===== config.mk =====
export PLATFORM = sky130hd
export DESIGN_NAME = uer_core
export DESIGN_NICKNAME = d
export VERILOG_FILES = /design/src/hw/uer_pkg.sv /design/src/hw/uer_core.sv
export SDC_FILE = /design/constraint.sdc
export NUM_CORES = 1
export LEC_CHECK = 0
export BUFFER_PORTS_ARGS = -buffer_cell sky130_fd_sc_hd__buf_4
export CORE_MARGIN = 2
export CORE_UTILIZATION = 35
export DETAILED_ROUTE_END_ITERATION = 16
export SKIP_LAST_GASP = 1
export SLEW_MARGIN = 10
export SYNTH_ARGS = -nofsm -noshare
export SYNTH_HDL_FRONTEND = slang
export SYNTH_SLANG_ARGS = --single-unit

===== constraint.sdc =====
create_clock -name clk -period 3.4 [get_ports clk]
set_input_delay 0.68 -clock clk [delete_from_list [all_inputs] [get_ports clk]]
set_output_delay 0.68 -clock clk [all_outputs]
set_load 0.005 [all_outputs]

===== src/hw/uer_pkg.sv =====
package uer_pkg;
  // Register byte offsets
  localparam logic [7:0] UER_CTRL_OFS = 8'h00;
  localparam logic [7:0] UER_STAT_OFS = 8'h04;
  localparam logic [7:0] UER_CNT_OFS = 8'h08;
  localparam logic [7:0] UER_ID_OFS = 8'h0c;
  // Control field positions
  localparam int UER_CTRL_NF_EN = 0;
  localparam int UER_CTRL_COR_EN = 1;
  localparam int UER_CTRL_LEGACY = 2;
  localparam int UER_CTRL_W = 3;
  localparam logic [2:0] UER_CTRL_RST = 3'h3;
  // Status field positions (sticky, write one to clear)
  localparam int UER_ST_UR = 0;
  localparam int UER_ST_CA = 1;
  localparam int UER_ST_TO = 2;
  localparam int UER_ST_ECRC = 3;
  localparam int UER_ST_COR = 4;
  localparam int UER_ST_UC = 5;
  localparam int UER_ST_ADVISORY_NONFATAL = 6;
  localparam int UER_ST_W = 7;
  localparam logic [15:0] UER_ID_RST = 16'h0000;
  localparam int UER_DEPTH = 4;
  localparam logic [1:0] UER_D0 = 2'h0;
  // Completion status codes
  localparam logic [2:0] UER_CPL_UR = 3'h1;
  localparam logic [2:0] UER_CPL_CA = 3'h4;

  typedef enum logic [2:0] {
    UER_MSG_NONE, UER_MSG_NONFATAL, UER_MSG_COR
  } uer_msg_t;

  typedef struct packed {
    logic unsupported_n;
    logic abort_n;
    logic timeout_n;
    logic ecrc_n;
    logic correctable_n;
    logic unexpected_n;
    logic posted_error_select_n;
    logic locked_request_flag_n;
    logic [47:0] failed_request_header;
  } uer_report_t;

  typedef struct packed {
    logic valid;
    logic locked;
    logic [2:0] status;
    logic [47:0] header;
  } uer_cpl_t;

  typedef struct packed {
    logic valid;
    logic [15:0] requester_id;
  } uer_inb_t;
endpackage


===== src/hw/uer_core.sv =====
// The address map and register access over APB were decided locally.
`timescale 1ns/1ns
// How it works
// RULE1 - Application reports at most one error per clock cycle.
// RULE2 - Several errors in one packet: application reports just one, its choice.
// RULE3 - Application reports only while power state equals D0.
// RULE4 - Non-D0 with wake enabled: application may pulse wake, then waits for D0.
// RULE5 - Non-D0 without wake enable: application simply waits for D0.
// RULE6 - Unsupported request: posted sends non-fatal message, non-posted UR completion.
// RULE7 - Completer abort: non-posted sends abort completion, posted non-fatal message.
// RULE8 - Correctable report sends correctable message if enabled, qualifier ignored.
// RULE9 - Unexpected completion report is advisory non-fatal; nothing sent.
// RULE10 - Non-posted error: qualifier high, header given with the strobe.
// RULE11 - Application reports only valid type and qualifier combinations.
// RULE12 - Full completion buffer deasserts ready; application stops UR and abort.
// RULE13 - Status bits always set for every report, messages enabled or not.
// RULE14 - Application times requests; timeout strobe sends an error message.
// RULE15 - Application treats completions after timeout as unexpected.
// RULE16 - Device drops completions with foreign requester id as advisory errors.
// RULE17 - Legacy mode locked flag makes the completion a locked completion.
// RULE18 - Application reports unsupported request for unknown requests, qualifier by type.
// RULE19 - Unused address on non-posted request: application reports completer abort.
// RULE20 - Application reports abort when it cannot complete a non-posted request.
// RULE21 - Device never checks end-to-end CRC; application report gives non-fatal message.
// RULE22 - Strobes active low, sampled on rising edge, one cycle per error.
module uer_core import uer_pkg::*; #(
  parameter int DEPTH = UER_DEPTH
) (
  // Clock and reset
  input wire logic clk,
  input wire logic resetn,
  input wire logic clk_en,
  // APB slave
  input wire logic psel,
  input wire logic penable,
  input wire logic pwrite,
  input wire logic [7:0] paddr,
  input wire logic [31:0] pwdata,
  output logic [31:0] prdata,
  output logic pready,
  output logic pslverr,
  // Error report from the application
  input wire uer_report_t report,
  output logic error_completion_ready_n,
  // Power state seen by the application
  input wire logic [1:0] device_power_state,
  // Inbound completions seen by the core
  input wire uer_inb_t inbound_cpl,
  output logic inbound_pass,
  // Transmit side
  output uer_msg_t msg_out,
  input wire logic cpl_take,
  output uer_cpl_t cpl_out
);

  localparam int AW = $clog2(DEPTH);

  typedef struct packed {
    logic [31:0] prdata;
    logic pready;
    logic pslverr;
    logic [UER_CTRL_W-1:0] ctrl;
    logic [UER_ST_W-1:0] status;
    logic [15:0] own_id;
    logic [15:0] drop_cnt;
    logic [AW:0] count;
    logic [AW-1:0] rd_ptr;
    logic [AW-1:0] wr_ptr;
    logic rdy_n;
    uer_msg_t msg;
    uer_cpl_t cpl;
    logic pass;
  } uer_state_t;

  uer_state_t st_ff;
  uer_state_t nxt_st;
  uer_cpl_t fifo_ff [DEPTH];
  logic push;
  uer_cpl_t push_data;

  function automatic logic strobe(input logic s_n);
    return ~s_n;
  endfunction

  always_comb begin
    logic acc;
    logic pop;
    logic [UER_ST_W-1:0] setb;
    logic [UER_ST_W-1:0] clrb;
    logic np;
    acc = 1'b0;
    pop = 1'b0;
    setb = '0;
    clrb = '0;
    np = ~report.posted_error_select_n;
    np = ~np;
    nxt_st = st_ff;
    push = 1'b0;
    push_data = '0;
    nxt_st.msg = UER_MSG_NONE;
    nxt_st.pass = 1'b0;
    nxt_st.pready = 1'b0;
    nxt_st.pslverr = 1'b0;
    // Reports are accepted only in D0; the application is meant to hold off otherwise
    if (device_power_state == UER_D0) begin // [RULE3]
      if (strobe(report.unsupported_n)) begin // [RULE22]
        setb[UER_ST_UR] = 1'b1; // [RULE13]
        if (np) begin // [RULE6]
          push = 1'b1;
          push_data.status = UER_CPL_UR;
        end else if (st_ff.ctrl[UER_CTRL_NF_EN]) begin
          nxt_st.msg = UER_MSG_NONFATAL;
        end
      end else if (strobe(report.abort_n)) begin
        setb[UER_ST_CA] = 1'b1; // [RULE13]
        if (np) begin // [RULE7]
          push = 1'b1;
          push_data.status = UER_CPL_CA;
        end else if (st_ff.ctrl[UER_CTRL_NF_EN]) begin
          nxt_st.msg = UER_MSG_NONFATAL;
        end
      end else if (strobe(report.timeout_n) || strobe(report.ecrc_n)) begin
        setb[UER_ST_TO] = strobe(report.timeout_n);
        setb[UER_ST_ECRC] = strobe(report.ecrc_n); // [RULE21]
        if (st_ff.ctrl[UER_CTRL_NF_EN]) nxt_st.msg = UER_MSG_NONFATAL;
      end else if (strobe(report.correctable_n)) begin
        setb[UER_ST_COR] = 1'b1;
        if (st_ff.ctrl[UER_CTRL_COR_EN]) nxt_st.msg = UER_MSG_COR; // [RULE8]
      end else if (strobe(report.unexpected_n)) begin
        setb[UER_ST_UC] = 1'b1; // [RULE9]
        setb[UER_ST_ADVISORY_NONFATAL] = 1'b1;
      end
    end
    if (push) begin
      push_data.valid = 1'b1;
      push_data.header = report.failed_request_header; // [RULE10]
      push_data.locked = st_ff.ctrl[UER_CTRL_LEGACY] &
                         ~report.locked_request_flag_n; // [RULE17]
      // A push with the buffer full is dropped; the application broke the back-pressure
      if (st_ff.count == (AW+1)'(DEPTH)) push = 1'b0;
    end
    // Foreign completions never reach the application
    if (inbound_cpl.valid) begin
      if (inbound_cpl.requester_id != st_ff.own_id) begin // [RULE16]
        setb[UER_ST_UC] = 1'b1;
        setb[UER_ST_ADVISORY_NONFATAL] = 1'b1;
        nxt_st.drop_cnt = st_ff.drop_cnt + 16'h0001;
      end else begin
        nxt_st.pass = 1'b1;
      end
    end
    // Completion output register
    if (st_ff.cpl.valid && cpl_take) nxt_st.cpl.valid = 1'b0;
    if ((!nxt_st.cpl.valid) && st_ff.count != '0) begin
      nxt_st.cpl = fifo_ff[st_ff.rd_ptr];
      pop = 1'b1;
      nxt_st.rd_ptr = st_ff.rd_ptr + AW'(1);
    end
    if (push) nxt_st.wr_ptr = st_ff.wr_ptr + AW'(1);
    nxt_st.count = st_ff.count + (AW+1)'(push) - (AW+1)'(pop);
    // Ready falls as soon as the last slot is taken
    nxt_st.rdy_n = (nxt_st.count == (AW+1)'(DEPTH)); // [RULE12]
    // APB answer comes one cycle after the access phase is taken
    if (psel && penable && !st_ff.pready) begin
      acc = 1'b1;
      nxt_st.pready = 1'b1;
      unique case (paddr)
        UER_CTRL_OFS: nxt_st.prdata = 32'(st_ff.ctrl);
        UER_STAT_OFS: nxt_st.prdata = 32'(st_ff.status);
        UER_CNT_OFS: nxt_st.prdata = {16'h0000, st_ff.drop_cnt};
        UER_ID_OFS: nxt_st.prdata = 32'(st_ff.own_id);
        default: begin
          nxt_st.prdata = '0;
          nxt_st.pslverr = 1'b1;
        end
      endcase
    end
    // Writes land on the edge where the master sees pready, never a cycle early
    if (psel && penable && st_ff.pready && pwrite) begin
      unique case (paddr)
        UER_CTRL_OFS: nxt_st.ctrl = pwdata[UER_CTRL_W-1:0];
        UER_STAT_OFS: clrb = pwdata[UER_ST_W-1:0];
        UER_CNT_OFS: nxt_st.drop_cnt = 16'h0000;
        UER_ID_OFS: nxt_st.own_id = pwdata[15:0];
        default: ;
      endcase
    end
    if (!acc) nxt_st.prdata = st_ff.prdata;
    // Set wins over a clear in the same cycle
    nxt_st.status = (st_ff.status & ~clrb) | setb;
  end

  always_ff @(posedge clk or negedge resetn) begin
    if (!resetn) begin
      st_ff <= '{prdata: 32'h0, pready: 1'b0, pslverr: 1'b0, ctrl: UER_CTRL_RST,
                 status: '0, own_id: UER_ID_RST, drop_cnt: 16'h0, count: '0,
                 rd_ptr: '0, wr_ptr: '0, rdy_n: 1'b0, msg: UER_MSG_NONE,
                 cpl: '0, pass: 1'b0};
    end else if (clk_en) begin
      st_ff <= nxt_st;
    end
  end

  always_ff @(posedge clk) begin
    if (clk_en && push) fifo_ff[st_ff.wr_ptr] <= push_data;
  end

  assign prdata = st_ff.prdata;
  assign pready = st_ff.pready;
  assign pslverr = st_ff.pslverr;
  assign error_completion_ready_n = st_ff.rdy_n;
  assign inbound_pass = st_ff.pass;
  assign msg_out = st_ff.msg;
  assign cpl_out = st_ff.cpl;

endmodule // uer_core


# Yosys cells after proc, flatten, opt, wreduce, memory -nomap -nowiden
# Memories as Yosys holds them, arrays and structs flattened.
# Cells that the tools add are included.
dict set report totals {
  register_bits 125
  latch_bits 0
  mem_bits_rw 212
  romBits 0
  input_bits 122
  out_inout_bits 92
  elab_cells 105
  mem_count 1
}
# memory depth width rd rd_clocked_by_memory_dff wr line_no
set memory_table {}
lappend memory_table {fifo_ff 4 53 1 0 1 uer_core.sv:77} ;# uer_cpl_t fifo_ff [DEPTH];
dict set report classes {
  add_sub_neg 5
  mul 0
  n_div 0
  order_cmp 0
  eq_ne 6
  shifts 0
  n_mux 50
  bitwise 7
  reduce_logical 19
}
# operator n
set op_table {}
lappend op_table {{$mux W16} 4}
lappend op_table {{$pmux W16 S4} 1}
lappend op_table {{$mux W53} 1}
lappend op_table {{$mux W48} 1}
lappend op_table {{$mux W3} 9}
lappend op_table {{$mux W7} 3}
lappend op_table {{$mux W1} 20}
lappend op_table {{$mux W2} 9}
lappend op_table {{$add A16 B1 Y16 const B} 1}
lappend op_table {{$eq A8 B4 Y1 const B} 2}
lappend op_table {{$ne A16 B16 Y1} 1}
lappend op_table {{$reduce_and A3 Y1} 3}
lappend op_table {{$eq A8 B3 Y1 const B} 1}
lappend op_table {{$logic_not A8 Y1} 1}
lappend op_table {{$and A7 B7 Y7} 1}
lappend op_table {{$logic_and A1 B1 Y1} 7}
lappend op_table {{$not A7 Y7} 1}
lappend op_table {{$or A7 B7 Y7} 1}
lappend op_table {{$eq A3 B3 Y1 const B} 2}
lappend op_table {{$mux W6} 1}
lappend op_table {{$mux W5} 1}
lappend op_table {{$add A2 B1 Y2 const B} 2}
lappend op_table {{$reduce_and A2 Y1} 2}
lappend op_table {{$reduce_or A4 Y1} 1}
lappend op_table {{other kinds (8)} 11}

# Longest topological paths before layout
dict set report depth {
  depth_word 9
  depth_mapped 12
  ltp_nobuf 12
}

# Least setup slack after synthesis
# No wires, ideal clock.
dict set report synth_timing {
  kind {input port to flip-flop}
  from {input port device_power_state[1]}
  to {memory fifo_ff[1][0] in the netlist's numbering (enable)}
  setup_time_ns 0.415
  arrival_ns 2.745
  t_required_ns 2.985
  slack_ns 0.240
  stages 4
  path_buffers 0
  cell_sequence {nor3b_1 -> and2_1 -> a21boi_2 -> and3_1}
}
dict set report synth_via {
  elab_chain_cells 6
}
# item line_no
set synth_lines {}
lappend synth_lines {{from (decl)} uer_core.sv:46} ;# input wire logic [1:0] device_power_state,
lappend synth_lines {{$logic_not A2 Y1} uer_core.sv:105} ;# if (device_power_state == UER_D0) begin
lappend synth_lines {{$mux W1} uer_core.sv:105}
lappend synth_lines {{$mux W1} uer_core.sv:134} ;# if (push) begin
lappend synth_lines {{$logic_and A1 B1 Y1} uer_core.sv:205} ;# if (clk_en && push) fifo_ff[st_ff.wr_ptr] <= push_data;
lappend synth_lines {{$mux W1} uer_core.sv:205}
lappend synth_lines {{$mux W1 (not written as such)} uer_core.sv:205}
lappend synth_lines {{to (decl)} uer_core.sv:77}
# Every way passes these cells.

# Worst setup path in the final report
dict set report layout_timing {
  from {register st_ff[63] in the netlist's numbering}
  to {register st_ff (netlist bit error_completion_ready_n)}
}
dict set report layout_via {
  elab_chain_cells 6
  elab_cells_between_ends 9
  classes_between {add/sub (2); eq/ne (2); mux (3); reduce/logical (2)}
}
# item line_no
set layout_lines {}
lappend layout_lines {{from (decl)} uer_core.sv:75} ;# uer_state_t st_ff;
lappend layout_lines {{from (signal assigned)} uer_core.sv:195} ;# st_ff <= '{prdata: 32'h0, pready: 1'b0, pslverr: 1'b0, ctrl: UER_CTRL_RST,
lappend layout_lines {{from (signal assigned)} uer_core.sv:200} ;# st_ff <= nxt_st;
lappend layout_lines {{$eq A3 B3 Y1} uer_core.sv:140} ;# if (st_ff.count == (AW+1)'(DEPTH)) push = 1'b0;
lappend layout_lines {{$mux W1} uer_core.sv:140}
lappend layout_lines {{$mux W1} uer_core.sv:134}
lappend layout_lines {{$add A3 B1 Y3} uer_core.sv:160} ;# nxt_st.count = st_ff.count + (AW+1)'(push) - (AW+1)'(pop);
lappend layout_lines {{$sub A3 B1 Y3 (*)} uer_core.sv:160}
lappend layout_lines {{$eq A3 B3 Y1 (*)} uer_core.sv:162} ;# nxt_st.rdy_n = (nxt_st.count == (AW+1)'(DEPTH));
# Every way passes the cells marked *; elsewhere a longest branch is shown, timed or not.
# A chain may end at the register's enable or synchronous reset.

==> impl_metrics.py <==
metrics = {
    "drt": {
        "drc_errors": 0,
        "drtIter0Drc": 357,
        "vias": 7614,
        "drtAntennaViolNets": 0,
        "drt-total-wl_um": 31880,
        "wl_per_cell_um": 20.57,
        "viasPerCell": 4.912,
        "dr.pass1.iters": 4,
    },
    "pwr": {
        "p_leak_nw": 6.599,
        "p_per_area_mw_per_mm2": 702.7,
        "ir_drop_mv": 0.3638,
    },
    "synthesis": {
        "async_flop_share_pct": 37.16,
        "synth.avg_cell_area_sq_um": 16.22,
        "synth_cell_types": 52,
        "yosysSeqAreaShare_pct": 66.03,
        "synth_warnings": 0,
        "synth-edff-count": 208,
        "synthFlopType": "edfxtp_1",
        "synthesis.area_sq_mm": 0.01412,
        "synth_seq_cells": 331,
        "postSynthCellCount": 871,
    },
    "sta": {
        "setup_ws_ns": 0.8116,
        "min_period_ns": 2.588,
        "fin_skew_ns": 0.01303,
        "max_freq_mhz": 386.3,
        "grt_setup_unrepaired": "no",
        "setup-violations-final": 0,
        "period_share_pct": 76.13,
        "tns_ns": 0,
        "slew_viol_final": 0,
        "hold_viol": 0,
        "relSlewSlack_pct": 39.17,
        "worst_slew_pin_slew_ns": 0.9054,
    },
    "cells_and_area": {
        "final_area_sq_mm": 0.01686,
        "synthToLayoutAreaGrowth_pct": 19.37,
        "layout-drive-gt1-share_pct": 39.90,
        "stdcell_count": 1550,
        "multi_input_area_sq_mm": 0.003984,
        "final-seq-area_sq_mm": 0.009331,
        "n_fill_cell": 3650,
        "layout.nets": 1125,
        "final_util_pct": 42.33,
        "diodes": 0,
    },
    "status": {
        "status": "completed",
    },
    "clocking": {
        "h-tree-depth": 2,
        "clkSinkCount": 331,
        "cts_resized": 0,
        "clk_pin_slew_ns": 0.06,
        "cts_setup_buffers": 0,
        "postCtsHoldBufs": 0,
        "root_buffer": "clkbuf_16",
        "clock_latency_ns": 0.54,
        "cts_inserted_buffers": 38,
        "cts_tree": "yes",
        "cts_buffer_depth": 3,
    },
    "worst_setup_path": {
        "arrival_ns": 3.02,
        "crit_type": "reg -> reg",
        "worstPathMaxFanout": 5,
        "crit_path_end_kind": "flip-flop",
        "worstPathRequired_ns": 3.83,
        "critPathLaunchType": "flip-flop",
    },
    "global_route": {
        "grt_util_all_layers_pct": 15.40,
        "grt_pass1_wl_um": 47880,
        "grt_max_degree": 72,
        "grt_antenna_before_repair": 0,
        "overflow": 0,
        "grt_pass1_vias": 7961,
    },
    "die": {
        "die-area_sq_mm": 0.04198,
        "core-area_sq_mm": 0.03982,
        "die_h_um": 204.9,
        "pin_count": 214,
        "fp-row-count": 73,
        "start_util_pct": 35.47,
        "die_width_um": 204.9,
    },
    "worst_hold_path": {
        "min_path_type": "in -> async",
    },
    "place": {
        "numPortBuffers": 179,
        "place_ws_ns": 0.2673,
        "place_congestion": 0.8053,
        "dp_hpwl_um": 19120,
        "dp.cells": 1480,
        "dpl_cell_area_sq_mm": 0.01559,
    },
    "job": {
        "drv_cap": 0,
    },
}
synthesized netlist by cell type, types with 2 or more instances:
library cell | instances | area share [%]
nor2_1 | 11 | 0.29
nand3_1 | 10 | 0.35
a221o_1 | 2 | 0.14
ha_1 | 7 | 0.62
a21oi_1 | 14 | 0.50
a22o_1 | 7 | 0.43
mux2i_1 | 10 | 0.71
dfrtp_1 | 121 | 21
and2_1 | 4 | 0.18
nand2_1 | 40 | 1.1
clkbuf_1 | 22 | 0.58
nor4_2 | 2 | 0.18
mux4_2 | 55 | 8.8
buf_4 | 89 | 4.7
nor3_1 | 3 | 0.11
edfxtp_1 | 208 | 44
o21ai_0 | 10 | 0.35
buf_6 | 3 | 0.24
a32o_1 | 4 | 0.28
xor2_1 | 2 | 0.12
buf_1 | 2 | 0.053
inv_1 | 11 | 0.29
nor2b_1 | 2 | 0.089
mux2_2 | 76 | 6.1
nand4_1 | 8 | 0.35
xnor2_1 | 20 | 1.2
and3_1 | 55 | 2.4
o2bb2ai_1 | 2 | 0.12
a22oi_1 | 4 | 0.21
or4_1 | 11 | 0.58
dfstp_2 | 2 | 0.37
buf_2 | 13 | 0.46
o31ai_1 | 18 | 0.96
or3_1 | 5 | 0.22
final cells by class:
type	count	share of cell area, %
flip-flops and latches	331	55.35
multi-input cells	417	23.63
repair buffers	196	9.344
clock buffers	53	6.576
well taps	525	3.896
clock inverters	17	0.9574
inverters	11	0.2449
state kept, by name (all words and copies together), names as in the netlist:
register	flops
fifo_ff	208
msg_out	2
st_ff	49
cpl_out	52
pready	1
error_completion_ready_n	1
inbound_pass	1
pslverr	1
prdata	16
cells by family (layout without fill, tap and decap cells):
family,after synthesis,after routing,share of synthesized area [%]
flip-flops,331,331,66.03
other,1,18,0.02655
adder cells (fa/ha/maj),8,8,0.7618
XOR/XNOR,22,22,1.364
AND/OR/NAND/NOR,162,162,6.609
multiplexers,141,141,15.54
buffers and inverters,140,277,6.361
AO/OA/AOI/OAI,66,66,3.305
placed cells by master (no fill, tap or decap), types with 14 or more instances in the layout:
master,synthesis,layout
a21oi_1,14,14
and3_1,55,51
buf_4,89,187
clkbuf_16,0,39
conb_1,1,18
dfrtp_1,121,119
edfxtp_1,208,208
mux2_2,76,76
mux4_2,55,55
nand2_1,40,39
o31ai_1,18,18
xnor2_1,20,20
report_power, final:
group / internal [mW] / switching (mW) / total [mW]
registers: 4.74 / 0.452 / 5.19
clock network: 2.45 / 1.61 / 4.06
logic: 1.60 / 0.991 / 2.59
per-layer routing:
metal / GRT usage (%) / up-vias / wire (um)
met3: 3.818 / 43 / 1519
met1: 20.53 / 3955 / 14230
li1: - / 3469 / -
met4: 4.317 / 0 / 650
met5: 0 / - / 0
met2: 25.07 / 147 / 15480
path summary, 6_finish.rpt:
path | startpoint | to | slack, ns | depth (start not counted)
min reg2reg | prdata[6] | prdata[6] | 0.48 | 2
min in group clk | report[52] | st_ff[100] | 0.32 | 2
min | resetn | cpl_out[5] | 0.03 | 1
max reg2reg | st_ff[63] | error_completion_ready_n | 0.81 | 10
max in group asynchronous | resetn | cpl_out[29] | 2.60 | 2
max | st_ff[63] | error_completion_ready_n | 0.81 | 10
through the flow:
step                hold slack, ns  total power, mW
floorplan                   0.3844            7.179
global placement            0.4673            7.895
detailed placement          0.4721            7.946
CTS                       0.006874            12.07
global route               0.01556            12.48
finish                     0.02567            11.85
worst max-delay path: stages, from the launching register on:
cell and delay [ns]:
dfrtp_1 0.45, or3_1 0.40, a21boi_1 0.19, ha_1 0.32, inv_1 0.06, ha_1 0.13, inv_1 0.05, fa_1 0.37
xor2_1 0.17, xor2_1 0.15, a22o_1 0.18
Note: power is estimated with default switching activity, not from simulation.
